<file path="src/vc_arb_pkg.sv">
// Package with offsets, field layouts and reset values of the VC arbitration block.
package vc_arb_pkg;
    // ------------------------------------------------------------------
    // Register offsets (byte addresses in configuration space)
    // ------------------------------------------------------------------
    localparam logic [11:0] OFF_CAP_ONE = 12'h14c;
    localparam logic [11:0] OFF_CAP_TWO = 12'h150;
    localparam logic [11:0] OFF_VC_CTRL = 12'h154;
    localparam logic [11:0] OFF_CH0_CAP = 12'h158;
    localparam logic [11:0] OFF_CH0_CTRL = 12'h15c;
    localparam logic [11:0] OFF_CH0_STAT = 12'h160;
    localparam logic [11:0] OFF_CH1_CAP = 12'h164;
    localparam logic [11:0] OFF_CH1_CTRL = 12'h168;
    localparam logic [11:0] OFF_CH1_STAT = 12'h16c;
    localparam logic [11:0] OFF_VC_TABLE = 12'h188;
    localparam logic [11:0] OFF_PORT_TABLE0 = 12'h198;
    localparam logic [11:0] OFF_PORT_TABLE1 = 12'h1a8;
    localparam logic [11:0] OFF_IRQ_ROUTE = 12'h1c8;
    localparam int TABLE_WORDS = 4;
    localparam int TABLE_WORD_BITS = 2;

    // ------------------------------------------------------------------
    // Field values
    // ------------------------------------------------------------------
    localparam logic [1:0] REF_CLK_100NS = 2'h0;
    localparam logic [1:0] PORT_ENTRY_4BIT = 2'h2;
    localparam logic [7:0] VC_ARB_CAP = 8'h00;
    localparam logic [7:0] VC_TABLE_OFS_CH1 = 8'h04;
    localparam logic [7:0] PORT_CAP_CH0 = 8'h03;
    localparam logic [7:0] PORT_CAP_CH1 = 8'h13;
    localparam logic [6:0] MAX_SLOTS = 7'h3f;
    localparam logic [7:0] PORT_TABLE_OFS_CH0 = 8'h05;
    localparam logic [7:0] PORT_TABLE_OFS_CH1 = 8'h06;
    localparam logic [7:0] TC_MAP_CH0_RESET = 8'hff;
    localparam logic [2:0] CH1_ID_RESET = 3'h1;
    localparam logic [2:0] EXT_COUNT_RESET = 3'h0;
    localparam logic [2:0] VC_SEL_DEFAULT = 3'h0;
    localparam logic [2:0] VC_SEL_WRR = 3'h1;
    localparam logic [2:0] PORT_SEL_DEFAULT = 3'h0;
    localparam logic [2:0] PORT_SEL_WRR = 3'h3;
    localparam logic [2:0] PORT_SEL_TWRR = 3'h4;
    localparam int LOAD_CYCLES = 4;

    // ------------------------------------------------------------------
    // Carriers
    // ------------------------------------------------------------------
    typedef struct packed {
        logic        valid;
        logic        write;
        logic [11:0] addr;
        logic [31:0] wdata;
        logic [3:0]  byteEn;
    } cfg_req_t;

    typedef struct packed {
        logic [7:0] tcMap;
        logic [2:0] portSel;
        logic [2:0] channelId;
        logic       enable;
    } chan_ctrl_t;

    typedef enum logic [1:0] {
        LD_IDLE = 2'b00,
        LD_BUSY = 2'b01
    } load_state_t;
endpackage

</file>
<file path="src/table_loader.sv">
// Table load sequencer: status flag and commit pulse for one arbitration table.
`timescale 1ns/1ps
module table_loader #(
    parameter int LOAD_LEN = vc_arb_pkg::LOAD_CYCLES
) (
    input wire logic clk,
    input wire logic reset,
    input wire logic tableWrite,
    input wire logic loadCmd,
    output logic dirty,
    output logic commit
);
    import vc_arb_pkg::*;

    load_state_t state_reg, state_next;
    logic [7:0] count_reg, count_next;
    logic dirty_reg, dirty_next;
    wire logic done = (state_reg == LD_BUSY) &&
        (count_reg == 8'(LOAD_LEN - 1));

    // The load takes a few cycles; a write in the commit cycle keeps the
    // flag set, since the arbiter may have copied the old entry.
    always_comb begin
        state_next = state_reg;
        count_next = count_reg;
        unique case (state_reg)
            LD_IDLE: begin
                count_next = 8'h00;
                if (loadCmd) begin
                    state_next = LD_BUSY;
                end
            end
            LD_BUSY: begin
                count_next = count_reg + 8'h01;
                if (done) begin
                    state_next = LD_IDLE;
                end
            end
        endcase
        dirty_next = tableWrite ? 1'b1 : (done ? 1'b0 : dirty_reg);
    end

    // State registers.
    always_ff @(posedge clk) begin
        if (reset) begin
            state_reg <= LD_IDLE;
            count_reg <= 8'h00;
            dirty_reg <= 1'b0;
        end else begin
            state_reg <= state_next;
            count_reg <= count_next;
            dirty_reg <= dirty_next;
        end
    end

    assign dirty = dirty_reg;
    assign commit = done;
endmodule // table_loader

</file>
<file path="src/vc_port_arbitration_config.sv">
// Virtual channel and port arbitration configuration register bank.
// Notes on behaviour
// - Reference clock field reads 00b.
// - Port table entry size reads 10b.
// - VC arbitration capability reads 00h.
// - VC table offset 04h if channel present.
// - Writing one to bit 0 loads VC table.
// - VC select keeps 0/1, else default.
// - VC table status sets on write, clears after load.
// - Port capability 03h, second 13h or 00h.
// - Time-based scheme accepted only on second channel.
// - Max time slots 3Fh; second 00h if absent.
// - Traffic class map, bit 0 fixed per channel.
// - Bit 16 loads port table, reads zero.
// - Port select keeps legal values, else default.
// - Channel ID fixed 000b, second writable 001b.
// - Enable bit resets 1 then 0.
// - Port table status sets on write, clears after load.
// - Negotiation pending follows the link negotiation.
// - VC table 32 four-bit phases, reset zero.
// - Port tables 32 phases, four words each.
// - Port table offsets 05h and 06h or 00h.
// - Bit 4 routes events to pin or message.
// - Snoop rejection bit reads zero.
// - Extended channel counts read 000b.
`timescale 1ns/1ps
module vc_port_arbitration_config #(
    parameter bit SECOND_CHANNEL_PRESENT = 1'b1
) (
    input wire logic clk,
    input wire logic reset,
    input wire vc_arb_pkg::cfg_req_t cfgReq,
    output logic [31:0] cfgRdata,
    output logic cfgAck,
    input wire logic [1:0] negotiationPending,
    input wire logic eventIrq,
    output logic eventMsgReq,
    output logic legacy_irq_pin_n,
    output logic vcTableCommit,
    output logic [1:0] portTableCommit,
    output logic [2:0] vcArbSelect,
    output vc_arb_pkg::chan_ctrl_t [1:0] channelCtrl,
    output logic [127:0] vcTableFlat,
    output logic [255:0] portTableFlat
);
    import vc_arb_pkg::*;

    // ------------------------------------------------------------------
    // Access decode
    // ------------------------------------------------------------------
    logic [1:0] negSync1_reg, negSync2_reg, irqSync1_reg, irqSync2_reg;
    wire logic wr = cfgReq.valid && cfgReq.write;
    wire logic [11:0] a = cfgReq.addr;
    wire logic [31:0] mask = {{8{cfgReq.byteEn[3]}}, {8{cfgReq.byteEn[2]}},
        {8{cfgReq.byteEn[1]}}, {8{cfgReq.byteEn[0]}}};
    wire logic [31:0] wd = cfgReq.wdata & mask;
    wire logic wrVcCtrl = wr && (a == OFF_VC_CTRL);
    wire logic wrCh0 = wr && (a == OFF_CH0_CTRL);
    wire logic wrCh1 = wr && (a == OFF_CH1_CTRL);
    wire logic wrRoute = wr && (a == OFF_IRQ_ROUTE) && cfgReq.byteEn[0];
    wire logic [11:0] vcRel = a - OFF_VC_TABLE;
    wire logic [11:0] p0Rel = a - OFF_PORT_TABLE0;
    wire logic [11:0] p1Rel = a - OFF_PORT_TABLE1;
    wire logic inVc = (a >= OFF_VC_TABLE) && (vcRel < 12'h010);
    wire logic inP0 = (a >= OFF_PORT_TABLE0) && (p0Rel < 12'h010);
    wire logic inP1 = (a >= OFF_PORT_TABLE1) && (p1Rel < 12'h010);

    // ------------------------------------------------------------------
    // Arbitration tables
    // ------------------------------------------------------------------
    logic [31:0] vcTable_reg [TABLE_WORDS];
    logic [31:0] portTable_reg [2][TABLE_WORDS];
    logic [1:0] portWrite;

    // One word per loop entry; byte enables merge into the old word.
    genvar gi;
    generate
        for (gi = 0; gi < TABLE_WORDS; gi++) begin : g_tab
            wire logic [1:0] idx = 2'(gi);
            wire logic hitV = wr && inVc &&
                (vcRel[3:2] == idx);
            wire logic hitP0 = wr && inP0 && (p0Rel[3:2] == idx);
            wire logic hitP1 = wr && inP1 && (p1Rel[3:2] == idx);
            // The reserved top bit of each VC phase stays zero.
            always_ff @(posedge clk) begin
                if (reset) begin
                    vcTable_reg[gi] <= 32'h0000_0000;
                    portTable_reg[0][gi] <= 32'h0000_0000;
                    portTable_reg[1][gi] <= 32'h0000_0000;
                end else begin
                    if (hitV) begin
                        vcTable_reg[gi] <= ((vcTable_reg[gi] & ~mask) | wd)
                            & 32'h7777_7777;
                    end
                    if (hitP0) begin
                        portTable_reg[0][gi] <= (portTable_reg[0][gi] &
                            ~mask) | wd;
                    end
                    if (hitP1) begin
                        portTable_reg[1][gi] <= (portTable_reg[1][gi] &
                            ~mask) | wd;
                    end
                end
            end
            assign vcTableFlat[gi*32 +: 32] = vcTable_reg[gi];
            assign portTableFlat[gi*32 +: 32] = portTable_reg[0][gi];
            assign portTableFlat[128 + gi*32 +: 32] = portTable_reg[1][gi];
        end
    endgenerate

    assign portWrite = {wr && inP1, wr && inP0};

    // ------------------------------------------------------------------
    // Control registers
    // ------------------------------------------------------------------
    logic [2:0] vcSel_reg;
    chan_ctrl_t ch0_reg, ch1_reg;
    logic routePin_reg;
    wire logic [2:0] vcSelIn = wd[3:1];
    wire logic [2:0] p0SelIn = wd[19:17];
    wire logic [2:0] p1SelIn = wd[19:17];
    wire logic vcSelOk = (vcSelIn == VC_SEL_DEFAULT) ||
        (vcSelIn == VC_SEL_WRR);
    wire logic p0SelOk = (p0SelIn == PORT_SEL_DEFAULT) ||
        (p0SelIn == PORT_SEL_WRR);
    wire logic p1SelOk = (p1SelIn == PORT_SEL_DEFAULT) ||
        (p1SelIn == PORT_SEL_WRR) ||
        (SECOND_CHANNEL_PRESENT && p1SelIn == PORT_SEL_TWRR);
    wire logic [2:0] vcSelNext = vcSelOk ? vcSelIn : VC_SEL_DEFAULT;
    wire logic [2:0] p0SelNext = p0SelOk ? p0SelIn : PORT_SEL_DEFAULT;
    wire logic [2:0] p1SelNext = p1SelOk ? p1SelIn : PORT_SEL_DEFAULT;
    wire logic [2:0] ch1IdReset = SECOND_CHANNEL_PRESENT ? CH1_ID_RESET :
        3'h0;

    // Illegal scheme codes fall back to the default scheme rather than
    // keeping the old one, so software always reads what hardware runs.
    always_ff @(posedge clk) begin
        if (reset) begin
            vcSel_reg <= VC_SEL_DEFAULT;
            ch0_reg <= '{tcMap: TC_MAP_CH0_RESET, portSel: PORT_SEL_DEFAULT,
                channelId: 3'h0, enable: 1'b1};
            ch1_reg <= '{tcMap: 8'h00, portSel: PORT_SEL_DEFAULT,
                channelId: ch1IdReset, enable: 1'b0};
            routePin_reg <= 1'b0;
        end else begin
            if (wrVcCtrl && cfgReq.byteEn[0]) begin
                vcSel_reg <= vcSelNext;
            end
            if (wrCh0 && cfgReq.byteEn[0]) begin
                ch0_reg.tcMap <= {wd[7:1], 1'b1};
            end
            if (wrCh0 && cfgReq.byteEn[2]) begin
                ch0_reg.portSel <= p0SelNext;
            end
            if (wrCh0 && cfgReq.byteEn[3]) begin
                ch0_reg.enable <= wd[31];
            end
            if (wrCh1 && cfgReq.byteEn[0]) begin
                ch1_reg.tcMap <= {wd[7:1], 1'b0};
            end
            if (wrCh1 && cfgReq.byteEn[2]) begin
                ch1_reg.portSel <= p1SelNext;
            end
            if (wrCh1 && cfgReq.byteEn[3]) begin
                ch1_reg.channelId <= wd[26:24];
                ch1_reg.enable <= wd[31];
            end
            if (wrRoute) begin
                routePin_reg <= wd[4];
            end
        end
    end

    // The second channel's ID resets to a strap-dependent value, so it
    // reads correctly from the first edge after reset release.
    logic [2:0] ch1Id;
    assign ch1Id = ch1_reg.channelId;

    // ------------------------------------------------------------------
    // Load sequencers
    // ------------------------------------------------------------------
    logic vcDirty;
    logic [1:0] portDirty;

    table_loader #(.LOAD_LEN(LOAD_CYCLES)) u_vc_loader (
        .clk(clk),
        .reset(reset),
        .tableWrite(wr && inVc),
        .loadCmd(wrVcCtrl && cfgReq.byteEn[0] && wd[0]),
        .dirty(vcDirty),
        .commit(vcTableCommit)
    );

    generate
        for (gi = 0; gi < 2; gi++) begin : g_port_ld
            wire logic ld = (gi == 0 ? wrCh0 : wrCh1) &&
                cfgReq.byteEn[2] && wd[16];
            table_loader #(.LOAD_LEN(LOAD_CYCLES)) u_port_loader (
                .clk(clk),
                .reset(reset),
                .tableWrite(portWrite[gi]),
                .loadCmd(ld),
                .dirty(portDirty[gi]),
                .commit(portTableCommit[gi])
            );
        end
    endgenerate

    // ------------------------------------------------------------------
    // Pin synchronisers and interrupt routing
    // ------------------------------------------------------------------
    always_ff @(posedge clk) begin
        if (reset) begin
            negSync1_reg <= 2'h0;
            negSync2_reg <= 2'h0;
            irqSync1_reg <= 2'h0;
            irqSync2_reg <= 2'h0;
        end else begin
            negSync1_reg <= negotiationPending;
            negSync2_reg <= negSync1_reg;
            irqSync1_reg <= {1'b0, eventIrq};
            irqSync2_reg <= irqSync1_reg;
        end
    end

    // The pin is a level while the event lasts; the message request is
    // a level too, so the message engine decides assert and deassert.
    logic pinN_reg, msg_reg;
    always_ff @(posedge clk) begin
        if (reset) begin
            pinN_reg <= 1'b1;
            msg_reg <= 1'b0;
        end else begin
            pinN_reg <= ~(irqSync2_reg[0] && routePin_reg);
            msg_reg <= irqSync2_reg[0] && !routePin_reg;
        end
    end
    assign legacy_irq_pin_n = pinN_reg;
    assign eventMsgReq = msg_reg;

    // ------------------------------------------------------------------
    // Read path
    // ------------------------------------------------------------------
    wire logic [31:0] capOne = {20'h0, PORT_ENTRY_4BIT, REF_CLK_100NS,
        1'b0, EXT_COUNT_RESET, 1'b0, EXT_COUNT_RESET};
    // (both channel counts report no extra channels).
    wire logic [31:0] capTwo = {SECOND_CHANNEL_PRESENT ? VC_TABLE_OFS_CH1 :
        8'h00, 16'h0, VC_ARB_CAP};
    wire logic [31:0] vcCtrlRd = {15'h0, vcDirty, 12'h0, vcSel_reg,
        1'b0};
    wire logic [31:0] ch0Cap = {PORT_TABLE_OFS_CH0, 1'b0, MAX_SLOTS,
        1'b0, 1'b0, 6'h0, PORT_CAP_CH0};
    wire logic [31:0] ch1Cap = SECOND_CHANNEL_PRESENT ?
        {PORT_TABLE_OFS_CH1, 1'b0, MAX_SLOTS, 1'b0, 1'b0, 6'h0,
        PORT_CAP_CH1} : 32'h0000_0000;
    wire logic [31:0] ch0CtrlRd = {ch0_reg.enable, 4'h0, 3'h0, 4'h0,
        ch0_reg.portSel, 1'b0, 8'h00, ch0_reg.tcMap};
    wire logic [31:0] ch1CtrlRd = {ch1_reg.enable, 4'h0, ch1Id, 4'h0,
        ch1_reg.portSel, 1'b0, 8'h00, ch1_reg.tcMap};
    wire logic [31:0] ch0Stat = {14'h0, negSync2_reg[0], portDirty[0],
        16'h0};
    wire logic [31:0] ch1Stat = {14'h0, negSync2_reg[1], portDirty[1],
        16'h0};
    wire logic [31:0] routeRd = {27'h0, routePin_reg, 4'h0};

    // Unlisted addresses and reserved fields read zero.
    logic [31:0] rdNext;
    always_comb begin
        rdNext = 32'h0000_0000;
        if (inVc) begin
            rdNext = vcTable_reg[vcRel[3:2]];
        end else if (inP0) begin
            rdNext = portTable_reg[0][p0Rel[3:2]];
        end else if (inP1) begin
            rdNext = portTable_reg[1][p1Rel[3:2]];
        end else begin
            unique case (a)
                OFF_CAP_ONE: rdNext = capOne;
                OFF_CAP_TWO: rdNext = capTwo;
                OFF_VC_CTRL: rdNext = vcCtrlRd;
                OFF_CH0_CAP: rdNext = ch0Cap;
                OFF_CH0_CTRL: rdNext = ch0CtrlRd;
                OFF_CH0_STAT: rdNext = ch0Stat;
                OFF_CH1_CAP: rdNext = ch1Cap;
                OFF_CH1_CTRL: rdNext = ch1CtrlRd;
                OFF_CH1_STAT: rdNext = ch1Stat;
                OFF_IRQ_ROUTE: rdNext = routeRd;
                default: rdNext = 32'h0000_0000;
            endcase
        end
    end

    // Every access is answered one cycle later.
    logic [31:0] rd_reg;
    logic ack_reg;
    always_ff @(posedge clk) begin
        if (reset) begin
            rd_reg <= 32'h0000_0000;
            ack_reg <= 1'b0;
        end else begin
            rd_reg <= (cfgReq.valid && !cfgReq.write) ? rdNext : 32'h0;
            ack_reg <= cfgReq.valid;
        end
    end

    assign cfgRdata = rd_reg;
    assign cfgAck = ack_reg;
    assign vcArbSelect = vcSel_reg;
    assign channelCtrl[0] = ch0_reg;
    assign channelCtrl[1] = '{tcMap: ch1_reg.tcMap,
        portSel: ch1_reg.portSel, channelId: ch1Id,
        enable: ch1_reg.enable};
endmodule // vc_port_arbitration_config

</file>
<file path="config.mk">
export PLATFORM = sky130hd
export DESIGN_NAME = vc_port_arbitration_config
export DESIGN_NICKNAME = d
export VERILOG_FILES = /design/src/vc_arb_pkg.sv /design/src/table_loader.sv /design/src/vc_port_arbitration_config.sv
export SDC_FILE = /design/constraint.sdc
export NUM_CORES = 1
export LEC_CHECK = 0
export CORE_ASPECT_RATIO = 1.1
export CORE_MARGIN = 1
export CORE_UTILIZATION = 40
export CTS_BUF_LIST = sky130_fd_sc_hd__clkbuf_4
export DETAILED_ROUTE_END_ITERATION = 10
export DONT_BUFFER_PORTS = 1
export GPL_ROUTABILITY_DRIVEN = 0
export SLEW_MARGIN = 20
export SYNTH_ARGS = -nofsm -noshare
export SYNTH_HDL_FRONTEND = slang
export SYNTH_SLANG_ARGS = --single-unit
</file>
<file path="constraint.sdc">
create_clock -name clk -period 6.95 [get_ports clk]
set_input_delay 0.695 -clock clk [delete_from_list [all_inputs] [get_ports clk]]
set_output_delay 0.695 -clock clk [all_outputs]
set_load 0.05 [all_outputs]
</file>
# Word level (Yosys, flattened, before mapping)
# Memory sizes are Yosys's and may differ from the RTL's.
# Cells that the tools add are included.
dict set report classes {
  addsub 6
  magnitude_cmp 8
  n_eq_ne 34
  mux 81
  bitwise 42
  n_reduce_logical 60
}
# cell n
set ops {}
lappend ops {{32-bit 2-to-1 mux} 15}
lappend ops {{32-bit one-hot mux with 10 select lines} 1}
lappend ops {{32-bit bitwise AND} 9}
lappend ops {{32-bit OR} 8}
lappend ops {{32-bit binary-select mux with 2-bit select} 2}
lappend ops {{31-bit bitwise AND} 4}
lappend ops {{31-bit OR} 4}
lappend ops {{12-bit by 9-bit == test with 1-bit output, second input constant} 10}
lappend ops {{24-bit 2-to-1 mux} 4}
lappend ops {{8-bit one-hot mux with 2 select lines} 3}
lappend ops {{1-bit 2-to-1 mux} 44}
lappend ops {{1-bit logical AND} 40}
lappend ops {{12-bit by 9-bit >= comparator with 1-bit output, second input constant} 3}
lappend ops {{12-bit by 5-bit less-than comparator with 1-bit output, second input constant} 3}
lappend ops {{12-bit by 9-bit subtractor with 12-bit output, second input constant} 3}
lappend ops {{32-bit NOT} 1}
lappend ops {{8-bit by 1-bit adder with 8-bit output, second input constant} 3}
lappend ops {{8-bit by 2-bit == test with 1-bit output, second input constant} 3}
lappend ops {{2-bit by 1-bit == test with 1-bit output, second input constant} 6}
lappend ops {{2-bit == test, second input constant} 6}
lappend ops {{2-bit zero test} 6}
lappend ops {{2-bit 2-to-1 mux} 6}
lappend ops {{1-bit OR} 12}
lappend ops {{2-bit one-hot mux with 2 select lines} 3}
lappend ops {{other kinds (15)} 32}
dict set report word_totals {
  regBits 103
  ramBits 352
  in_bits 55
  output_inout_bits 455
  word_cells 259
  mem_count 2
}
# memory words word_bits rd rd_ports_with_merged_regs write_ports line
set memory_table {}
lappend memory_table {portTable_reg 2 128 2 0 2 vc_port_arbitration_config.sv:72} ;# logic [31:0] portTable_reg [2][TABLE_WORDS];
lappend memory_table {vcTable_reg 4 24 5 0 4 vc_port_arbitration_config.sv:71} ;# logic [31:0] vcTable_reg [TABLE_WORDS];

# Depth between registers and ports, before layout
dict set report depth {
  word_depth 9
  mapped_depth 13
  depth_no_buf 8
}

# Hierarchy
# Synthesis repeated with hierarchy kept, for this count alone.
dict set report hier_totals {
  cells_unflattened 2007
  area_unflattened_um2 20915.1
}
# mod instances cells_per_inst area_per_inst_um2 seq_area_each_um2
set by_module_without_submodules {}
lappend by_module_without_submodules {vc_port_arbitration_config 1 1872 19661.4 10049.6}
lappend by_module_without_submodules {table_loader 3 45 417.9 200.2}

# Worst setup path after synthesis
# OpenSTA, ideal clock, no wires.
dict set report synth_path {
  kind {input to register}
  start {input cfgReq[39] in the netlist's numbering}
  end {memory portTable_reg[0][224] in the netlist's numbering (enable)}
  setup_ns 0.428
  arrival_ns 3.925
  t_required_ns 6.522
  setup_slack_ns 2.597
  cell_stages 11
  n_path_buf 3
  cell_sequence {buf_4 > buf_6 > inv_1 > ha_1 > and2b_4 > nor3_1 > o21bai_4 > a21boi_4 > buf_4 > nand2_1 > o21bai_1}
}
# element line
set synth_rtl {}
lappend synth_rtl {{start: declaration} vc_port_arbitration_config.sv:32} ;# input wire vc_arb_pkg::cfg_req_t cfgReq,
lappend synth_rtl {{end: declaration} vc_port_arbitration_config.sv:72}

# Worst setup path after layout
dict set report layout_path {
  start {register u_vc_loader.count_reg[0]}
  end {output vcTableCommit}
}
dict set report layout_between {
  elab_chain_cells 2
}
# element line
set layout_rtl {}
lappend layout_rtl {{start: declaration} table_loader.sv:16} ;# logic [7:0] count_reg, count_next;
lappend layout_rtl {{start signal: assignment} table_loader.sv:51} ;# count_reg <= count_next;
lappend layout_rtl {{8-bit by 2-bit == test with 1-bit output} table_loader.sv:19} ;# (count_reg == 8'(LOAD_LEN - 1));
lappend layout_rtl {{1-bit logical AND} table_loader.sv:18} ;# wire logic done = (state_reg == LD_BUSY) &&
lappend layout_rtl {{end: declaration} vc_port_arbitration_config.sv:39} ;# output logic vcTableCommit,
# Every way passes these cells.

==> flow_summary.json <==
{
  "area_delta_synth_final_pct": 11.19,
  "largest_reg_flops": 256,
  "synth_warnings": 0,
  "setup_viol": 0,
  "hp-class": "input port to register",
  "cts_buffers": 130,
  "dpl_cell_area_um2": 21970,
  "fp.dieArea_um2": 55500,
  "synth_area_leaders": "dfxtp_1 27%, edfxtp_1 22%, mux4_2 9.1%",
  "fin_tns_setup_ns": 0,
  "synth_edf_count": 160,
  "first_pass_iters": 6,
  "ys_ff_latch": 452,
  "reg2reg_slack_ns": 4.74,
  "io_pins": 510,
  "r2r-end": "u_vc_loader.dirty",
  "synth_ff_type": "dfxtp_1",
  "postCtsSetupRepairBufs": 0,
  "required_ns": 6.25,
  "maxSlewViolCount": 0,
  "grt-ovfl-total": 0,
  "finalHoldViolations": 0,
  "grt_usage_pct": 30.99,
  "final_area_um2": 24270,
  "synth.top_cell.area_share_pct": 26.79,
  "fmax_mhz": 305.8,
  "drt_wl_total_um": 87930,
  "placementRows": 89,
  "powerDensity_nw_per_um2": 245.1,
  "routedWlPerCell_um": 30.21,
  "path_clk_slew_ns": 0.06,
  "seq_area_um2": 10650,
  "synth_area_per_cell_um2": 10.65,
  "antenna_found_initial": 6,
  "route.vias.total": 18039,
  "rsz0062_at_grt": "false",
  "async_reset_ff_share_pct": 0,
  "clock-sinks": 452,
  "outcome": "finished, final reports clean",
  "leakagePower_nw": 8.726,
  "yosysTopAreaCell": "dfxtp_1",
  "min_from": "cfgReq[31]",
  "grt_pass1_wl_um": 124300,
  "min_period_ns": 3.271,
  "clock_skew_ns": 0.05043,
  "report.power.total_mw": 5.948,
  "timing.rr.start": "u_vc_loader.count_reg[0]",
  "coreArea_um2": 53790,
  "start_kind": "register",
  "drive_gt1_share_pct": 17.57,
  "period_share_pct": 47.06,
  "startpoint": "u_vc_loader.count_reg[0]",
  "grt_max_degree": 237,
  "antenna_left": 0,
  "cts_tree": "done",
  "vias_per_cell": 6.197,
  "synthDistinctLibCells": 85,
  "netlist_area_um2": 21820,
  "htreeDepth": 4,
  "worstPathArrival_ns": 2.58,
  "multi_input_area_um2": 10260,
  "port_buffers": 0,
  "dp_hpwl_um": 57090,
  "syn_inst": 2049,
  "cts_root_buf": "clkbuf_4",
  "path_max_fanout": 5,
  "start_util_pct": 40.58,
  "drv_cap": 0,
  "worst_pin_slew_ns": 1.104,
  "fp.dieW_um": 224.7,
  "slew-limit-headroom_pct": 26.21,
  "reg2regPathDepth": 6,
  "yosysSeqAreaShare_pct": 48.80,
  "fin_util_pct": 45.12,
  "worstSetupEndpoint": "vcTableCommit",
  "ctsLongestPathBuffers": 3,
  "vdd.ir_drop.worst_v": 0.0001476,
  "nNetsFinal": 2144,
  "grt_pass1_vias": 17117,
  "n_fill_cell": 5023,
  "crit_type": "register to output port",
  "drt-initial-drc-count": 1870,
  "cp-end-kind": "output port",
  "clock_latency_ns": 0.97,
  "drcViolationCount": 0,
  "die_y_um": 247.0
}
## layer usage
metal | part of all wire, % | global-route usage, % | wire length [µm]
met3 | 12 | 12.17 | 10340
met1 | 40 | 40.11 | 35380
met5 | 0.040 | 0 | 35
met2 | 44 | 45.98 | 38800
met4 | 3.8 | 12.77 | 3377
## cells in the mapped netlist (50+ instances only)
master      n
nand2_1    92
a21oi_1   227
edfxtp_1  160
dfxtp_1   292
nand3_1   142
nand2b_1  154
clkbuf_1   88
mux2i_1   125
nor2_1    145
mux4_2     88
a211oi_1   50
o21ai_0   113
buf_2      52
## cell usage in the layout (no fill, tap or decap), types with 113 or more instances in the layout
cell / Yosys / routed
a21oi_1: 227 / 227
dfxtp_1: 292 / 292
o21ai_0: 113 / 113
edfxtp_1: 160 / 160
nand3_1: 142 / 142
clkbuf_4: 0 / 199
nor2_1: 145 / 145
nand2b_1: 154 / 154
mux2i_1: 125 / 125
## layout make-up
| class | instances | area share, % |
|---|---|---|
| inverters | 9 | 0.1392 |
| flip-flops and latches | 452 | 43.89 |
| clock buffers | 199 | 6.157 |
| well taps | 728 | 3.754 |
| clock inverters | 29 | 0.8250 |
| multi-input cells | 1420 | 42.28 |
| diodes | 3 | 0.03094 |
| repair buffers | 71 | 2.929 |
## cell families after synthesis
| group | share of synthesized area [%] |
|---|---|
| other cells | 0.03441 |
| compound gates | 14.04 |
| buf+inv | 5.143 |
| flops | 48.80 |
| fa+ha+maj | 0.2867 |
| mux | 14.97 |
| simple gates | 16.01 |
| xor+xnor | 0.7224 |
## critical path: stages (launching register included)
cell     delay, ns
dfxtp_1       0.38
ha_1          0.25
nor4b_1       0.25
and4b_1       0.72
## how the worst min path moves through the flow
stage / endpoint / slack [ns] / cells after the start
global placement: legacy_irq_pin_n / 0.38 / 1
global route: portTable_reg[0][247] / 0.06 / 2
detailed placement: legacy_irq_pin_n / 0.39 / 1
CTS: portTable_reg[0][251] / 0.003 / 2
finish: portTable_reg[0][251] / 0.11 / 2
floorplan: legacy_irq_pin_n / 0.38 / 1
## per-stage QoR
stage	cells	setup slack, ns	hold WS [ns]
CTS	2908	3.543	0.003472
floorplan	2084	2.597	0.3751
global route	2910	3.458	0.05927
global placement	2626	3.071	0.3833
finish	2911	3.679	0.1104
detailed placement	2626	2.931	0.3895
## where the power goes
group | leakage (nW) | total, mW | internal, mW | switching [mW]
clock network | 1.00 | 2.64 | 1.41 | 1.23
registers | 4.00 | 2.94 | 2.77 | 0.166
logic | 3.72 | 0.373 | 0.117 | 0.257
total | 8.73 | 5.95 | 4.30 | 1.65
## what timing repair did
action | CTS | global route
hold endpoints to repair | 385 | 0
hold buffers | 54 | 0
resized for setup | 0 | 0
(Power assumes the default switching activity.)
